`src/rtl/frs_consts.svh`:
```
`ifndef FRS_CONSTS_SVH
`define FRS_CONSTS_SVH
// clock period in ps (100 MHz)
`define FRS_CLK_PS          32'd10000
// times in their own units
`define FRS_PU_US           32'd300
`define FRS_RPH_US          32'd35
`define FRS_RP_NS           32'd200
`define FRS_CS_NS           32'd20
// cycle counts: least times round up, longest round down
`define FRS_PU_CYC          ((`FRS_PU_US * 32'd1000000) / `FRS_CLK_PS)
`define FRS_RPH_CYC         ((`FRS_RPH_US * 32'd1000000 + `FRS_CLK_PS - 32'd1) / `FRS_CLK_PS)
`define FRS_RP_CYC          ((`FRS_RP_NS * 32'd1000 + `FRS_CLK_PS - 32'd1) / `FRS_CLK_PS)
`define FRS_CS_CYC          ((`FRS_CS_NS * 32'd1000 + `FRS_CLK_PS - 32'd1) / `FRS_CLK_PS)
`define FRS_CNT_W           15
`define FRS_QUAD_EN_BIT     1
`endif

```
`src/rtl/frs_pkg.sv`:
```
package frs_pkg;
  typedef enum logic [2:0] {
    FRS_POR,
    FRS_READY,
    FRS_RST_LOW,
    FRS_RST_HOLD,
    FRS_POR_RETRY
  } frs_state_e;
  typedef logic [14:0] frs_cnt_t;
endpackage

```
`src/rtl/frs_sync_if.sv`:
```
`timescale 1ns/1ps
`default_nettype none
interface frs_sync_if;
  logic cs_n_q;
  logic rst_n_q;
  logic quad_en_q;
  modport src (output cs_n_q, output rst_n_q, output quad_en_q);
  modport dst (input cs_n_q, input rst_n_q, input quad_en_q);
endinterface
`default_nettype wire
```
`src/rtl/frs_seq.sv`:
```
`timescale 1ns/1ps
`default_nettype none
`include "frs_consts.svh"
module frs_seq
  import frs_pkg::*;
(
  // clock and reset
  input  wire logic     mclk,
  input  wire logic     reset,
  // pins from host
  input  wire logic     chip_sel_n,
  input  wire logic     data3_rst_shared_pin,
  // core side
  input  wire logic [7:0] volatile_config_one,
  input  wire logic     por_fail,
  input  wire logic     sw_reset_cmd,
  input  wire logic     quad_read_done,
  // outputs
  output var  logic     dev_ready,
  output var  logic     regs_reinit,
  output var  logic     abort_op,
  output var  logic     outputs_hiz,
  output var  logic     data_line_3_out,
  output var  logic     data_line_3_oe,
  output var  frs_state_e seq_state
);
  frs_sync_if sy ();

  frs_sync u_sync
  (
    .mclk                 (mclk),
    .reset                (reset),
    .chip_sel_n           (chip_sel_n),
    .data3_rst_shared_pin (data3_rst_shared_pin),
    .quad_en              (volatile_config_one[`FRS_QUAD_EN_BIT]),
    .s                    (sy)
  );

  localparam frs_cnt_t PU_CYC  = frs_cnt_t'(`FRS_PU_CYC);
  localparam frs_cnt_t RPH_CYC = frs_cnt_t'(`FRS_RPH_CYC);
  localparam frs_cnt_t RP_CYC  = frs_cnt_t'(`FRS_RP_CYC);
  localparam frs_cnt_t CS_CYC  = frs_cnt_t'(`FRS_CS_CYC);

  frs_state_e st_reg;
  frs_state_e st_next;
  frs_cnt_t   cnt_reg;
  frs_cnt_t   cnt_next;
  frs_cnt_t   desel_reg;
  frs_cnt_t   desel_next;
  logic       fail_reg;
  logic       fail_next;
  logic       drive3_reg;
  logic       drive3_next;
  logic       ready_reg;
  logic       ready_next;
  logic       reinit_reg;
  logic       reinit_next;
  logic       abort_reg;
  logic       abort_next;
  logic       hiz_reg;
  logic       hiz_next;
  logic       rst_qual;

  // deselect timer runs only while select is high
  always_comb
  begin
    desel_next = desel_reg;
    if (!sy.cs_n_q)
      desel_next = '0;
    else if (desel_reg != CS_CYC)
      desel_next = desel_reg + frs_cnt_t'(1);
  end

  // reset pin counts only after deselect interval or with quad off
  assign rst_qual = !sy.rst_n_q && ((sy.cs_n_q && desel_reg == CS_CYC) || !sy.quad_en_q);

  always_comb
  begin
    st_next     = st_reg;
    cnt_next    = cnt_reg;
    fail_next   = fail_reg | por_fail;
    drive3_next = drive3_reg;
    ready_next  = 1'b0;
    reinit_next = 1'b0;
    abort_next  = 1'b0;
    hiz_next    = 1'b0;
    // shared pin driven high only during deselect after a quad read
    if (quad_read_done && sy.quad_en_q)
      drive3_next = 1'b1;
    // select still looks low in the synchroniser right after the read, so keep
    // driving until the deselect count has run or a new select is seen
    else if ((!sy.cs_n_q && desel_reg != '0) || desel_reg == CS_CYC)
      drive3_next = 1'b0;
    case (st_reg)
      FRS_POR, FRS_POR_RETRY:
      begin
        // pin state not looked at while init runs
        if (cnt_reg == PU_CYC - frs_cnt_t'(1))
        begin
          cnt_next    = '0;
          reinit_next = 1'b1;
          ready_next  = 1'b1;
          st_next     = FRS_READY;
        end
        else
        begin
          hiz_next = 1'b1;
          cnt_next = cnt_reg + frs_cnt_t'(1);
        end
      end
      FRS_READY:
      begin
        ready_next = 1'b1;
        cnt_next   = '0;
        if (sw_reset_cmd)
          reinit_next = 1'b1;
        if (rst_qual)
        begin
          st_next  = FRS_RST_LOW;
          cnt_next = frs_cnt_t'(1);
        end
      end
      FRS_RST_LOW:
      begin
        // short glitches fall back to ready without effect
        if (!rst_qual)
        begin
          ready_next = 1'b1;
          st_next    = FRS_READY;
          cnt_next   = '0;
        end
        else if (cnt_reg == RP_CYC - frs_cnt_t'(1))
        begin
          abort_next = 1'b1;
          hiz_next   = 1'b1;
          cnt_next   = '0;
          st_next    = fail_reg ? FRS_POR_RETRY : FRS_RST_HOLD;
          // a failure flagged in the same cycle survives the clear
          fail_next  = por_fail;
        end
        else
        begin
          // still counting: a glitch must not disturb commands
          ready_next = 1'b1;
          cnt_next   = cnt_reg + frs_cnt_t'(1);
        end
      end
      FRS_RST_HOLD:
      begin
        if (cnt_reg == RPH_CYC - frs_cnt_t'(1))
        begin
          reinit_next = 1'b1;
          ready_next  = 1'b1;
          cnt_next    = '0;
          st_next     = FRS_READY;
        end
        else
        begin
          hiz_next = 1'b1;
          cnt_next = cnt_reg + frs_cnt_t'(1);
        end
      end
      default:
      begin
        st_next  = FRS_POR;
        cnt_next = '0;
      end
    endcase
    if (hiz_next)
      drive3_next = 1'b0;
  end

  always_ff @(posedge mclk)
  begin
    if (reset)
    begin
      st_reg     <= FRS_POR;
      cnt_reg    <= '0;
      desel_reg  <= '0;
      fail_reg   <= 1'b0;
      drive3_reg <= 1'b0;
      ready_reg  <= 1'b0;
      reinit_reg <= 1'b0;
      abort_reg  <= 1'b0;
      hiz_reg    <= 1'b1;
    end
    else
    begin
      st_reg     <= st_next;
      cnt_reg    <= cnt_next;
      desel_reg  <= desel_next;
      fail_reg   <= fail_next;
      drive3_reg <= drive3_next;
      ready_reg  <= ready_next;
      reinit_reg <= reinit_next;
      abort_reg  <= abort_next;
      hiz_reg    <= hiz_next;
    end
  end

  assign dev_ready       = ready_reg;
  assign regs_reinit     = reinit_reg;
  assign abort_op        = abort_reg;
  assign outputs_hiz     = hiz_reg;
  assign data_line_3_out = drive3_reg;
  assign data_line_3_oe  = drive3_reg;
  assign seq_state       = st_reg;
endmodule
`default_nettype wire

```
`src/rtl/frs_sync.sv`:
```
`timescale 1ns/1ps
`default_nettype none
module frs_sync
(
  // clock and reset
  input  wire logic mclk,
  input  wire logic reset,
  // raw pins and quad enable config bit
  input  wire logic chip_sel_n,
  input  wire logic data3_rst_shared_pin,
  input  wire logic quad_en,
  // synchronised side
  frs_sync_if.src   s
);
  logic [1:0] cs_reg;
  logic [1:0] cs_next;
  logic [1:0] rst_reg;
  logic [1:0] rst_next;

  always_comb
  begin
    cs_next  = {cs_reg[0], chip_sel_n};
    rst_next = {rst_reg[0], data3_rst_shared_pin};
  end

  // idle values: deselected, pin pulled high
  always_ff @(posedge mclk)
  begin
    if (reset)
    begin
      cs_reg  <= 2'h3;
      rst_reg <= 2'h3;
    end
    else
    begin
      cs_reg  <= cs_next;
      rst_reg <= rst_next;
    end
  end

  assign s.cs_n_q    = cs_reg[1];
  assign s.rst_n_q   = rst_reg[1];
  // config bit comes from core logic on this clock, so it needs no synchroniser
  assign s.quad_en_q = quad_en;
endmodule
`default_nettype wire

```
`config.mk`:
```
export PLATFORM = sky130hd
export DESIGN_NAME = frs_seq
export DESIGN_NICKNAME = d
export VERILOG_FILES = /design/src/rtl/frs_pkg.sv /design/src/rtl/frs_sync_if.sv /design/src/rtl/frs_seq.sv /design/src/rtl/frs_sync.sv
export VERILOG_INCLUDE_DIRS = /design/src /design/src/rtl
export SDC_FILE = /design/constraint.sdc
export NUM_CORES = 1
export LEC_CHECK = 0
export ABC_AREA = 1
export BUFFER_PORTS_ARGS = -buffer_cell sky130_fd_sc_hd__buf_2
export CELL_PAD_IN_SITES_DETAIL_PLACEMENT = 0
export CELL_PAD_IN_SITES_GLOBAL_PLACEMENT = 2
export CORE_MARGIN = 5
export CORE_UTILIZATION = 35
export DETAILED_ROUTE_END_ITERATION = 7
export GPL_ROUTABILITY_DRIVEN = 0
export PLACE_DENSITY = 0.86
export SLEW_MARGIN = 10
export SYNTH_ARGS = -nofsm -noshare
export SYNTH_HDL_FRONTEND = slang
export SYNTH_SLANG_ARGS = --single-unit
```
`constraint.sdc`:
```
create_clock -name mclk -period 2.5 [get_ports mclk]
set_clock_uncertainty 0.05 [all_clocks]
set_input_delay 0.75 -clock mclk [delete_from_list [all_inputs] [get_ports mclk]]
set_output_delay 0.75 -clock mclk [all_outputs]
set_load 0.05 [all_outputs]
```
### Word level (Yosys, flattened, before mapping)

Cells that the tools add are included.
Widths: inputs -> output; s select.

* bits in registers: 43
* latch bits: 0
* memory bits (writable): 0
* ROM bits: 0
* input bits: 15
* output and inout bits: 9
* word-level logic and storage cells: 76
* memories kept: 0

* $add $sub $neg: 2
* multipliers: 0
* divide/modulo/power cells: 0
* order comparisons: 0
* equality and inequality tests: 13
* shift operators: 0
* mux-type cells: 30
* bitwise gates (word level): 3
* reductions and logical operators: 17

Operators with widths (number)
* $mux 15: 4
* $pmux 15 s4: 1
* $add 15x1->15 const B: 2
* $mux 3: 6
* $eq 15x12->1 const B: 1
* $eq 15x15->1 const B: 1
* $eq 15x2->1 const B: 1
* $eq 15x5->1 const B: 1
* $mux 1: 15
* $ne 15x2->1 const B: 1
* $reduce_bool 15->1: 1
* $pmux 3 s4: 1
* $reduce_or 2->1: 4
* $eq 3x2->1 const B: 2
* $ne 2x2->1 const B: 3
* $pmux 1 s3: 2
* $logic_and 1x1->1: 4
* $pmux 1 s4: 1
* $reduce_and 4->1: 1
* $eq 3x1->1 const B: 1
* $eq 3x3->1 const B: 1
* $logic_not 1->1: 3
* $logic_not 3->1: 1
* $ne 3x3->1 const B: 1
* other kinds (4): 6

### Depth between registers and ports, before layout

Gate-level depths: netlist (run 1).

* depth after elaboration: 7
* mapped depth: 13
* mapped depth without buffers: 13

### Modules after synthesis

From an unflattened synthesis (run 1), not the netlist that was laid out.

* cells, all modules: 303
* area, all modules: 2145.8 um2

Modules (own cells, without submodules)
* frs_seq: times used 1, cells each 289, area an instance 2021.9 um2, seq. area each 780.7 um2
* frs_sync: times used 1, cells each 14, area an instance 123.9 um2, seq. area each 80.1 um2

### Least setup slack after synthesis (run 1)

OpenSTA, ideal clock, no wires.

* path type: register -> output
* start: register drive3_reg, in the netlist data_line_3_oe
* end: output port data_line_3_out
* arrival time: 0.913 ns
* required time: 1.700 ns
* slack: 0.787 ns
* cell stages (with the launch flop): 2
* buffers on the path: 1
* cell sequence: dfxtp_1 -> buf_4

RTL lines
* start, declared: line frs_seq.sv:52 `logic drive3_reg;`
* start signal, assigned: line frs_seq.sv:193 `drive3_reg <= drive3_next;`
* end, declared: line frs_seq.sv:23 `output var logic data_line_3_out,`

No word-level cell between the ends.

### Final worst setup path (run 1)

* start: register st_reg[2], in the netlist seq_state[2]
* end: output port seq_state[2]

RTL lines
* start, declared: line frs_seq.sv:44 `frs_state_e st_reg;`
* start signal, assigned: line frs_seq.sv:189 `st_reg <= st_next;`
* end, declared: line frs_seq.sv:25 `output var frs_state_e seq_state`

No word-level cell between the ends.

==> reports/qor.yml, run 1 <==
run_status:
  status: "complete, no violations"
routing:
  ant_nets: 0
  drt_iter0_markers: 59
  via_count: 1772
  dr.pass1.iters: 4
  drc_errors: 0
  avgViaCountPerCell: 4.57
  wl_per_cell_um: 10.8
  wirelength_um: 4180
timing:
  fin_setup_tns_ns: 0
  grt_setup_unrepaired: "no"
  finalHoldViolCount: 0
  finalSetupViolCount: 0
  worst_slew_pin_slew_ns: 0.433
  min_period_over_period_pct: 72.8
  relSlewSlack_pct: 70.9
  finalCriticalPeriod_ns: 1.82
  drv_slew: 0
  max_freq_mhz: 549
power:
  ir_worst_vdd_uv: 305
  fin_total_pwr_w: 0.00126
  p_leak_nw: 0.987
  p_per_area_mw_per_mm2: 538
critical_path:
  slowest_stage: "dfxtp_1"
  cp_top_family: "flip-flops"
  slowest_delay_ns: 0.43
  cp.arrival_ns: 1.02
  crit_path_start_kind: "register"
  worstSetupPathType: "reg2out"
  cp-end-kind: "primary output"
  crit_chain: "buf_2"
  cp_num_buf_inv: 1
  crit_fanout: 6
  crit_required_ns: 1.70
yosys:
  yosys.area.top_type: "dfxtp_1"
  synth_top_family_by_area: "simple AND/OR/NAND/NOR gates"
  synth_enable_flop_cells: 0
  synth_compound_area_share_pct: 10.1
  yosysTopAreaCellShare_pct: 40.7
  synth-simple-area-share_pct: 34.0
  synth_cell_types: 32
  synth_adder_area_share_pct: 2.37
  synthCells: 293
  synth_xor_area_share_pct: 3.73
  synth-warning-count: 0
  ys.flop_type: "dfxtp_1"
  synthMuxAreaShare_pct: 0
  synth_area_mm2: 0.00211
  ys_seq_area_share_pct: 40.7
  syn_nets: 312
  ys_seq_elements: 43
  synth-async-reset-ratio_pct: 0
  synth_area_leaders: "dfxtp_1 (41%), nand2_1 (9.1%), nor2_1 (8.2%), inv_1 (7.3%), a21oi_1 (4.5%)"
  syn_area_per_cell_um2: 7.22
finish:
  nNetsFinal: 331
  final_util_pct: 39.9
  drive_gt1_share_pct: 16.0
  finalInstanceArea_mm2: 0.00235
  num-fill-cells: 628
  diodes: 0
  syn2layout_area_growth_pct: 10.9
clock_tree:
  cts_setup_buffers: 0
  cts_buffer_depth: 2
  cts_made_buffers: 5
  clock-sinks: 43
  holdBufCountCts: 0
  cts_resized: 0
  clk_pin_slew_ns: 0.08
  cts-root-buf: "clkbuf_8"
  cts_tree: "done"
  insertion_delay_ns: 0.29
  htree_num_levels: 2
global_route:
  grt_pass1_wl_um: 7600
  grt.overflow.total: 0
  grt_max_degree: 14
  grt_pass1_vias: 1764
  grt_usage_pct: 12.2
  antenna_found_initial: 0
floorplanning:
  dieWidth_um: 87.7
  dieArea_mm2: 0.00770
  start_util_pct: 35.9
  fp.dieH_um: 87.7
  fp-row-count: 28
  io_pins: 24
  core_mm2: 0.00589
placement:
  dp_hpwl_um: 3160
  placed_cell_area_mm2: 0.00226
  portBuffers: 16
worst_hold_path:
  hp-class: "reg2reg"
flow_run:
  maxCapViolCount: 0
cell families (layout without fill, tap and decap cells):
| logic type | count (synthesis) | in the layout |
|---|---|---|
| flip-flops | 43 | 43 |
| AO/OA/AOI/OAI | 40 | 40 |
| AND/OR/NAND/NOR | 149 | 149 |
| XOR/XNOR | 9 | 9 |
| adder cells (fa/ha/maj) | 4 | 4 |
| buffers and inverters | 48 | 68 |
cell usage in the layout (no fill, tap or decap):
cell type  netlist  final
a211oi_1         1      1
a21oi_1         19     19
a31oi_1          3      3
a32oi_1          1      1
buf_2            1     16
buf_4            1      1
clkbuf_1         2      2
clkbuf_8         0      5
clkinv_2         1      2
dfxtp_1         43     43
ha_1             4      4
inv_1           41     41
inv_2            1      1
nand2_1         51     51
nand2_2          3      3
nand2_4          2      2
nand3_1         15     15
nand3_2          3      3
nand4_1          6      6
nor2_1          46     46
nor2_2           8      8
nor2_4           1      1
nor3_1           4      4
nor3_2           2      2
nor3_4           1      1
nor3b_1          2      2
nor3b_2          1      1
o21a_1           1      1
o21ai_0         15     15
or2_2            4      4
xnor2_1          3      3
xor2_1           6      6
final timing paths:
kind	slack (ns)	end	start	depth (start not counted)
min reg2reg	0.36	u_sync.cs_reg[1]	u_sync.cs_reg[0]	1
min	0.36	u_sync.cs_reg[1]	u_sync.cs_reg[0]	1
max reg2reg	0.72	cnt_reg[14]	cnt_reg[0]	9
max	0.68	seq_state[2]	seq_state[2]	1
stage by stage:
stage          hold WS [ns]  setup slack (ns)  instances
3_3_place_gp          0.344             0.701        380
5_1_grt               0.375             0.524        388
2_1_floorplan         0.339             0.787        293
3_5_place_dp          0.347             0.698        380
4_1_cts               0.367             0.657        388
6_report              0.364             0.679        388
final cells by class:
type	count	area, um^2	area share, %
Clock buffer	7	76.3	3.25
Clock inverter	1	5.00	0.213
Inverter	43	163	6.93
Multi-Input combinational cell	202	1060	45.2
Sequential cell	43	861	36.7
Tap cell	75	93.8	4.00
Timing Repair Buffer	17	87.6	3.73
power by group:
| part | leakage, nW | total (W) | switching (W) | internal [W] |
|---|---|---|---|---|
| Combinational | 0.596 | 0.000107 | 0.0000646 | 0.0000427 |
| Sequential | 0.349 | 0.000724 | 0.0000194 | 0.000705 |
| Clock | 0.0422 | 0.000430 | 0.000233 | 0.000196 |
layer usage:
layer  share of wire [%]  up-vias  track usage (%)
li1                    -      962                -
met1                  52      789             15.4
met2                  45       16             20.8
met3                 2.2        5             2.92
met4                 1.1        0             3.35
met5                   0        -                0
synthesized netlist by cell type, types with 2 or more instances:
cell	instances
a21oi_1	19
a31oi_1	3
clkbuf_1	2
dfxtp_1	43
ha_1	4
inv_1	41
nand2_1	51
nand2_2	3
nand2_4	2
nand3_1	15
nand3_2	3
nand4_1	6
nor2_1	46
nor2_2	8
nor3_1	4
nor3_2	2
nor3b_1	2
o21ai_0	15
or2_2	4
xnor2_1	3
xor2_1	6
Note: power is estimated with default switching activity, not from simulation.
==> run 2: changes to the inputs <==
--- a/config.mk
+++ b/config.mk
@@ -6,15 +6,15 @@
 export SDC_FILE = /design/constraint.sdc
 export NUM_CORES = 1
 export LEC_CHECK = 0
-export ABC_AREA = 1
+export ABC_AREA = 0
 export BUFFER_PORTS_ARGS = -buffer_cell sky130_fd_sc_hd__buf_2
 export CELL_PAD_IN_SITES_DETAIL_PLACEMENT = 0
 export CELL_PAD_IN_SITES_GLOBAL_PLACEMENT = 2
 export CORE_MARGIN = 5
-export CORE_UTILIZATION = 35
+export CORE_UTILIZATION = 32
 export DETAILED_ROUTE_END_ITERATION = 7
 export GPL_ROUTABILITY_DRIVEN = 0
-export PLACE_DENSITY = 0.86
+export PLACE_DENSITY = 0.78
 export SLEW_MARGIN = 10
 export SYNTH_ARGS = -nofsm -noshare
 export SYNTH_HDL_FRONTEND = slang
==> constraint.sdc (replaced) <==
create_clock -name mclk -period 1.6 [get_ports mclk]
set_clock_uncertainty 0.05 [all_clocks]
set_input_delay 0.48 -clock mclk [delete_from_list [all_inputs] [get_ports mclk]]
set_output_delay 0.48 -clock mclk [all_outputs]
set_load 0.05 [all_outputs]
==> run 2 against run 1 <==
The flow now finishes with violations (negative setup slack). Flip-flop and latch count unchanged. Routed wire length increased by 21%. Clock power increased by 75%. Hold slack got worse by 0.047 ns. Critical path depth increased by 5.
==> reports/qor.yml, run 2 <==
clock_tree:
  cts_buffer_depth: 2
  cts-root-buf: "clkbuf_8"
  cts_made_buffers: 5
  cts_tree: "done"
  clk_pin_slew_ns: 0.08
  htree_num_levels: 2
  insertion_delay_ns: 0.29
  clock-sinks: 43
global_route:
  gr-usage-met2_pct: 18.4
  grt_max_degree: 16
  antenna_found_initial: 0
  grt_pass1_vias: 1854
  met1_usage_pct: 19.4
  grt.overflow.total: 0
  gr-max-usage-layer: "met1"
  grt_pass1_wl_um: 8790
  grt_util_met3_pct: 2.59
  grt_usage_pct: 13.0
timing:
  grt_setup_unrepaired: "yes"
  min_period_over_period_pct: 140
  finalHoldViolCount: 0
  worst_slew_pin_slew_ns: 0.338
  finalSetupViolCount: 28
  setup_slack_ns: -0.633
  relSlewSlack_pct: 77.3
  fin_setup_tns_ns: -14.27
  finalCriticalPeriod_ns: 2.23
  drv_slew: 0
  max_freq_mhz: 448
critical_path:
  cp.arrival_ns: 2.37
  crit_required_ns: 1.73
  crit_path_start_kind: "register"
  cp-end-kind: "register"
  worstSetupPathType: "reg2reg"
  crit_fanout: 6
finish:
  fin_cells: 389
  diodes: 0
  mostFrequentLayoutCells: "buf_4 (61), dfxtp_1 (37), nor2_1 (23)"
  nNetsFinal: 330
  layout.cells.most_common: "buf_4"
  syn2layout_area_growth_pct: 49.0
  drive_gt1_share_pct: 44.2
  final_util_pct: 48.5
yosys:
  yosysTopAreaCellShare_pct: 41.9
  synth-async-reset-ratio_pct: 0
  synth_adder_area_share_pct: 2.43
  syn_nets: 252
  netlist_top_cells_count: "dfxtp_1 (43), nor2_1 (24), nor3_1 (18), nand3_1 (15), xor2_1 (15)"
  synth_xor_area_share_pct: 11.1
  synthMuxAreaShare_pct: 1.03
  synth_enable_flop_cells: 0
  ys_seq_area_share_pct: 41.9
  synthCells: 233
  synth_compound_area_share_pct: 8.46
  synth_top_family_by_area: "simple AND/OR/NAND/NOR gates"
  yosysMostFrequentCell: "dfxtp_1"
  yosys.area.top_type: "dfxtp_1"
  ys_seq_elements: 43
  syn_area_per_cell_um2: 8.82
  synth-simple-area-share_pct: 30.8
  ys.flop_type: "dfxtp_1"
  synth_area_mm2: 0.00206
  synth-warning-count: 0
  synth_area_leaders: "dfxtp_1 (42%), xor2_1 (6.4%), xnor2_1 (4.7%), nor3_1 (4.4%), nor2_1 (4.4%)"
  synth_cell_types: 46
routing:
  via_count: 1890
  drt_iter0_markers: 86
  wirelength_um: 5040
  avgViaCountPerCell: 4.86
  dr.pass1.iters: 4
  ant_nets: 0
  drc_errors: 0
  wl_per_cell_um: 13.0
floorplanning:
  start_util_pct: 32.6
  fp.dieH_um: 90.2
  core_mm2: 0.00631
  dieWidth_um: 90.2
  fp-row-count: 29
  io_pins: 24
  dieArea_mm2: 0.00813
power:
  p_per_area_mw_per_mm2: 727
  p_leak_nw: 1.27
  ir_worst_vdd_uv: 422
flow_run:
  maxCapViolCount: 0
placement:
  portBuffers: 16
  dp.cells: 373
  dp_hpwl_um: 3800
worst_hold_path:
  hp-class: "in2reg"
run_status:
  status: "complete, but fails checks"
  violations: "negative setup slack"
run 2: critical path, stage by stage, from the launching register on:
cell	delay (ns)
dfxtp_2	0.32
or4_4	0.54
or4_4	0.58
a21oi_2	0.18
a21oi_4	0.10
buf_6	0.15
a32o_1	0.20
run 2: worst paths after layout:
path | startpoint | to | slack (ns) | depth (start not counted)
max | desel_reg[10] | regs_reinit | -0.63 | 6
min | chip_sel_n | u_sync.cs_reg[0] | 0.32 | 2
max reg2reg | desel_reg[10] | regs_reinit | -0.63 | 6
min reg2reg | u_sync.cs_reg[0] | u_sync.cs_reg[1] | 0.37 | 1
run 2: what timing repair did:
action                                  CTS  global route
hold buffers                              0             0
gates resized for setup                  28             8
setup buffers                             4             5
endpoints found under the setup margin   30            30
pin swaps                                 5             6
run 2: area by class of cell:
class                   instances  area, um^2
clock buffers                   8         100
fillers                       626        3250
inverters                       7        28.8
multi-input cells             171        1320
flip-flops and latches         43         876
well taps                      77        96.3
repair buffers                 83         638
run 2: power by group:
part / internal, W / switching, W / leakage, nW
clock: 0.000394 / 0.000359 / 0.0515
sequential: 0.00111 / 0.0000265 / 0.352
combinational: 0.000180 / 0.000159 / 0.864
total: 0.00168 / 0.000545 / 1.27
run 2: routing by layer:
| layer | share of wire, % | wire (um) |
|---|---|---|
| met5 | 0 | 0 |
| met4 | 1.7 | 85 |
| met3 | 2.5 | 126 |
| met2 | 42 | 2100 |
| met1 | 54 | 2730 |
run 2: cell families after synthesis:
kind of cell	after synthesis
mux	2
compound gates	25
fa+ha+maj	4
buf+inv	19
xor+xnor	26
flops	43
simple gates	114
run 2: metrics by stage:
step / worst slack, ns / instance area [um^2] / hold WS (ns) / total power (W)
after global routing: -0.696 / 3060 / 0.310 / 0.00234
after global placement: -0.587 / 2750 / 0.347 / 0.00144
after CTS: -0.628 / 3000 / 0.297 / 0.00224
after floorplan: -0.594 / 2180 / 0.339 / 0.00132
final: -0.633 / 3060 / 0.317 / 0.00223
after detailed placement: -0.615 / 2750 / 0.353 / 0.00145
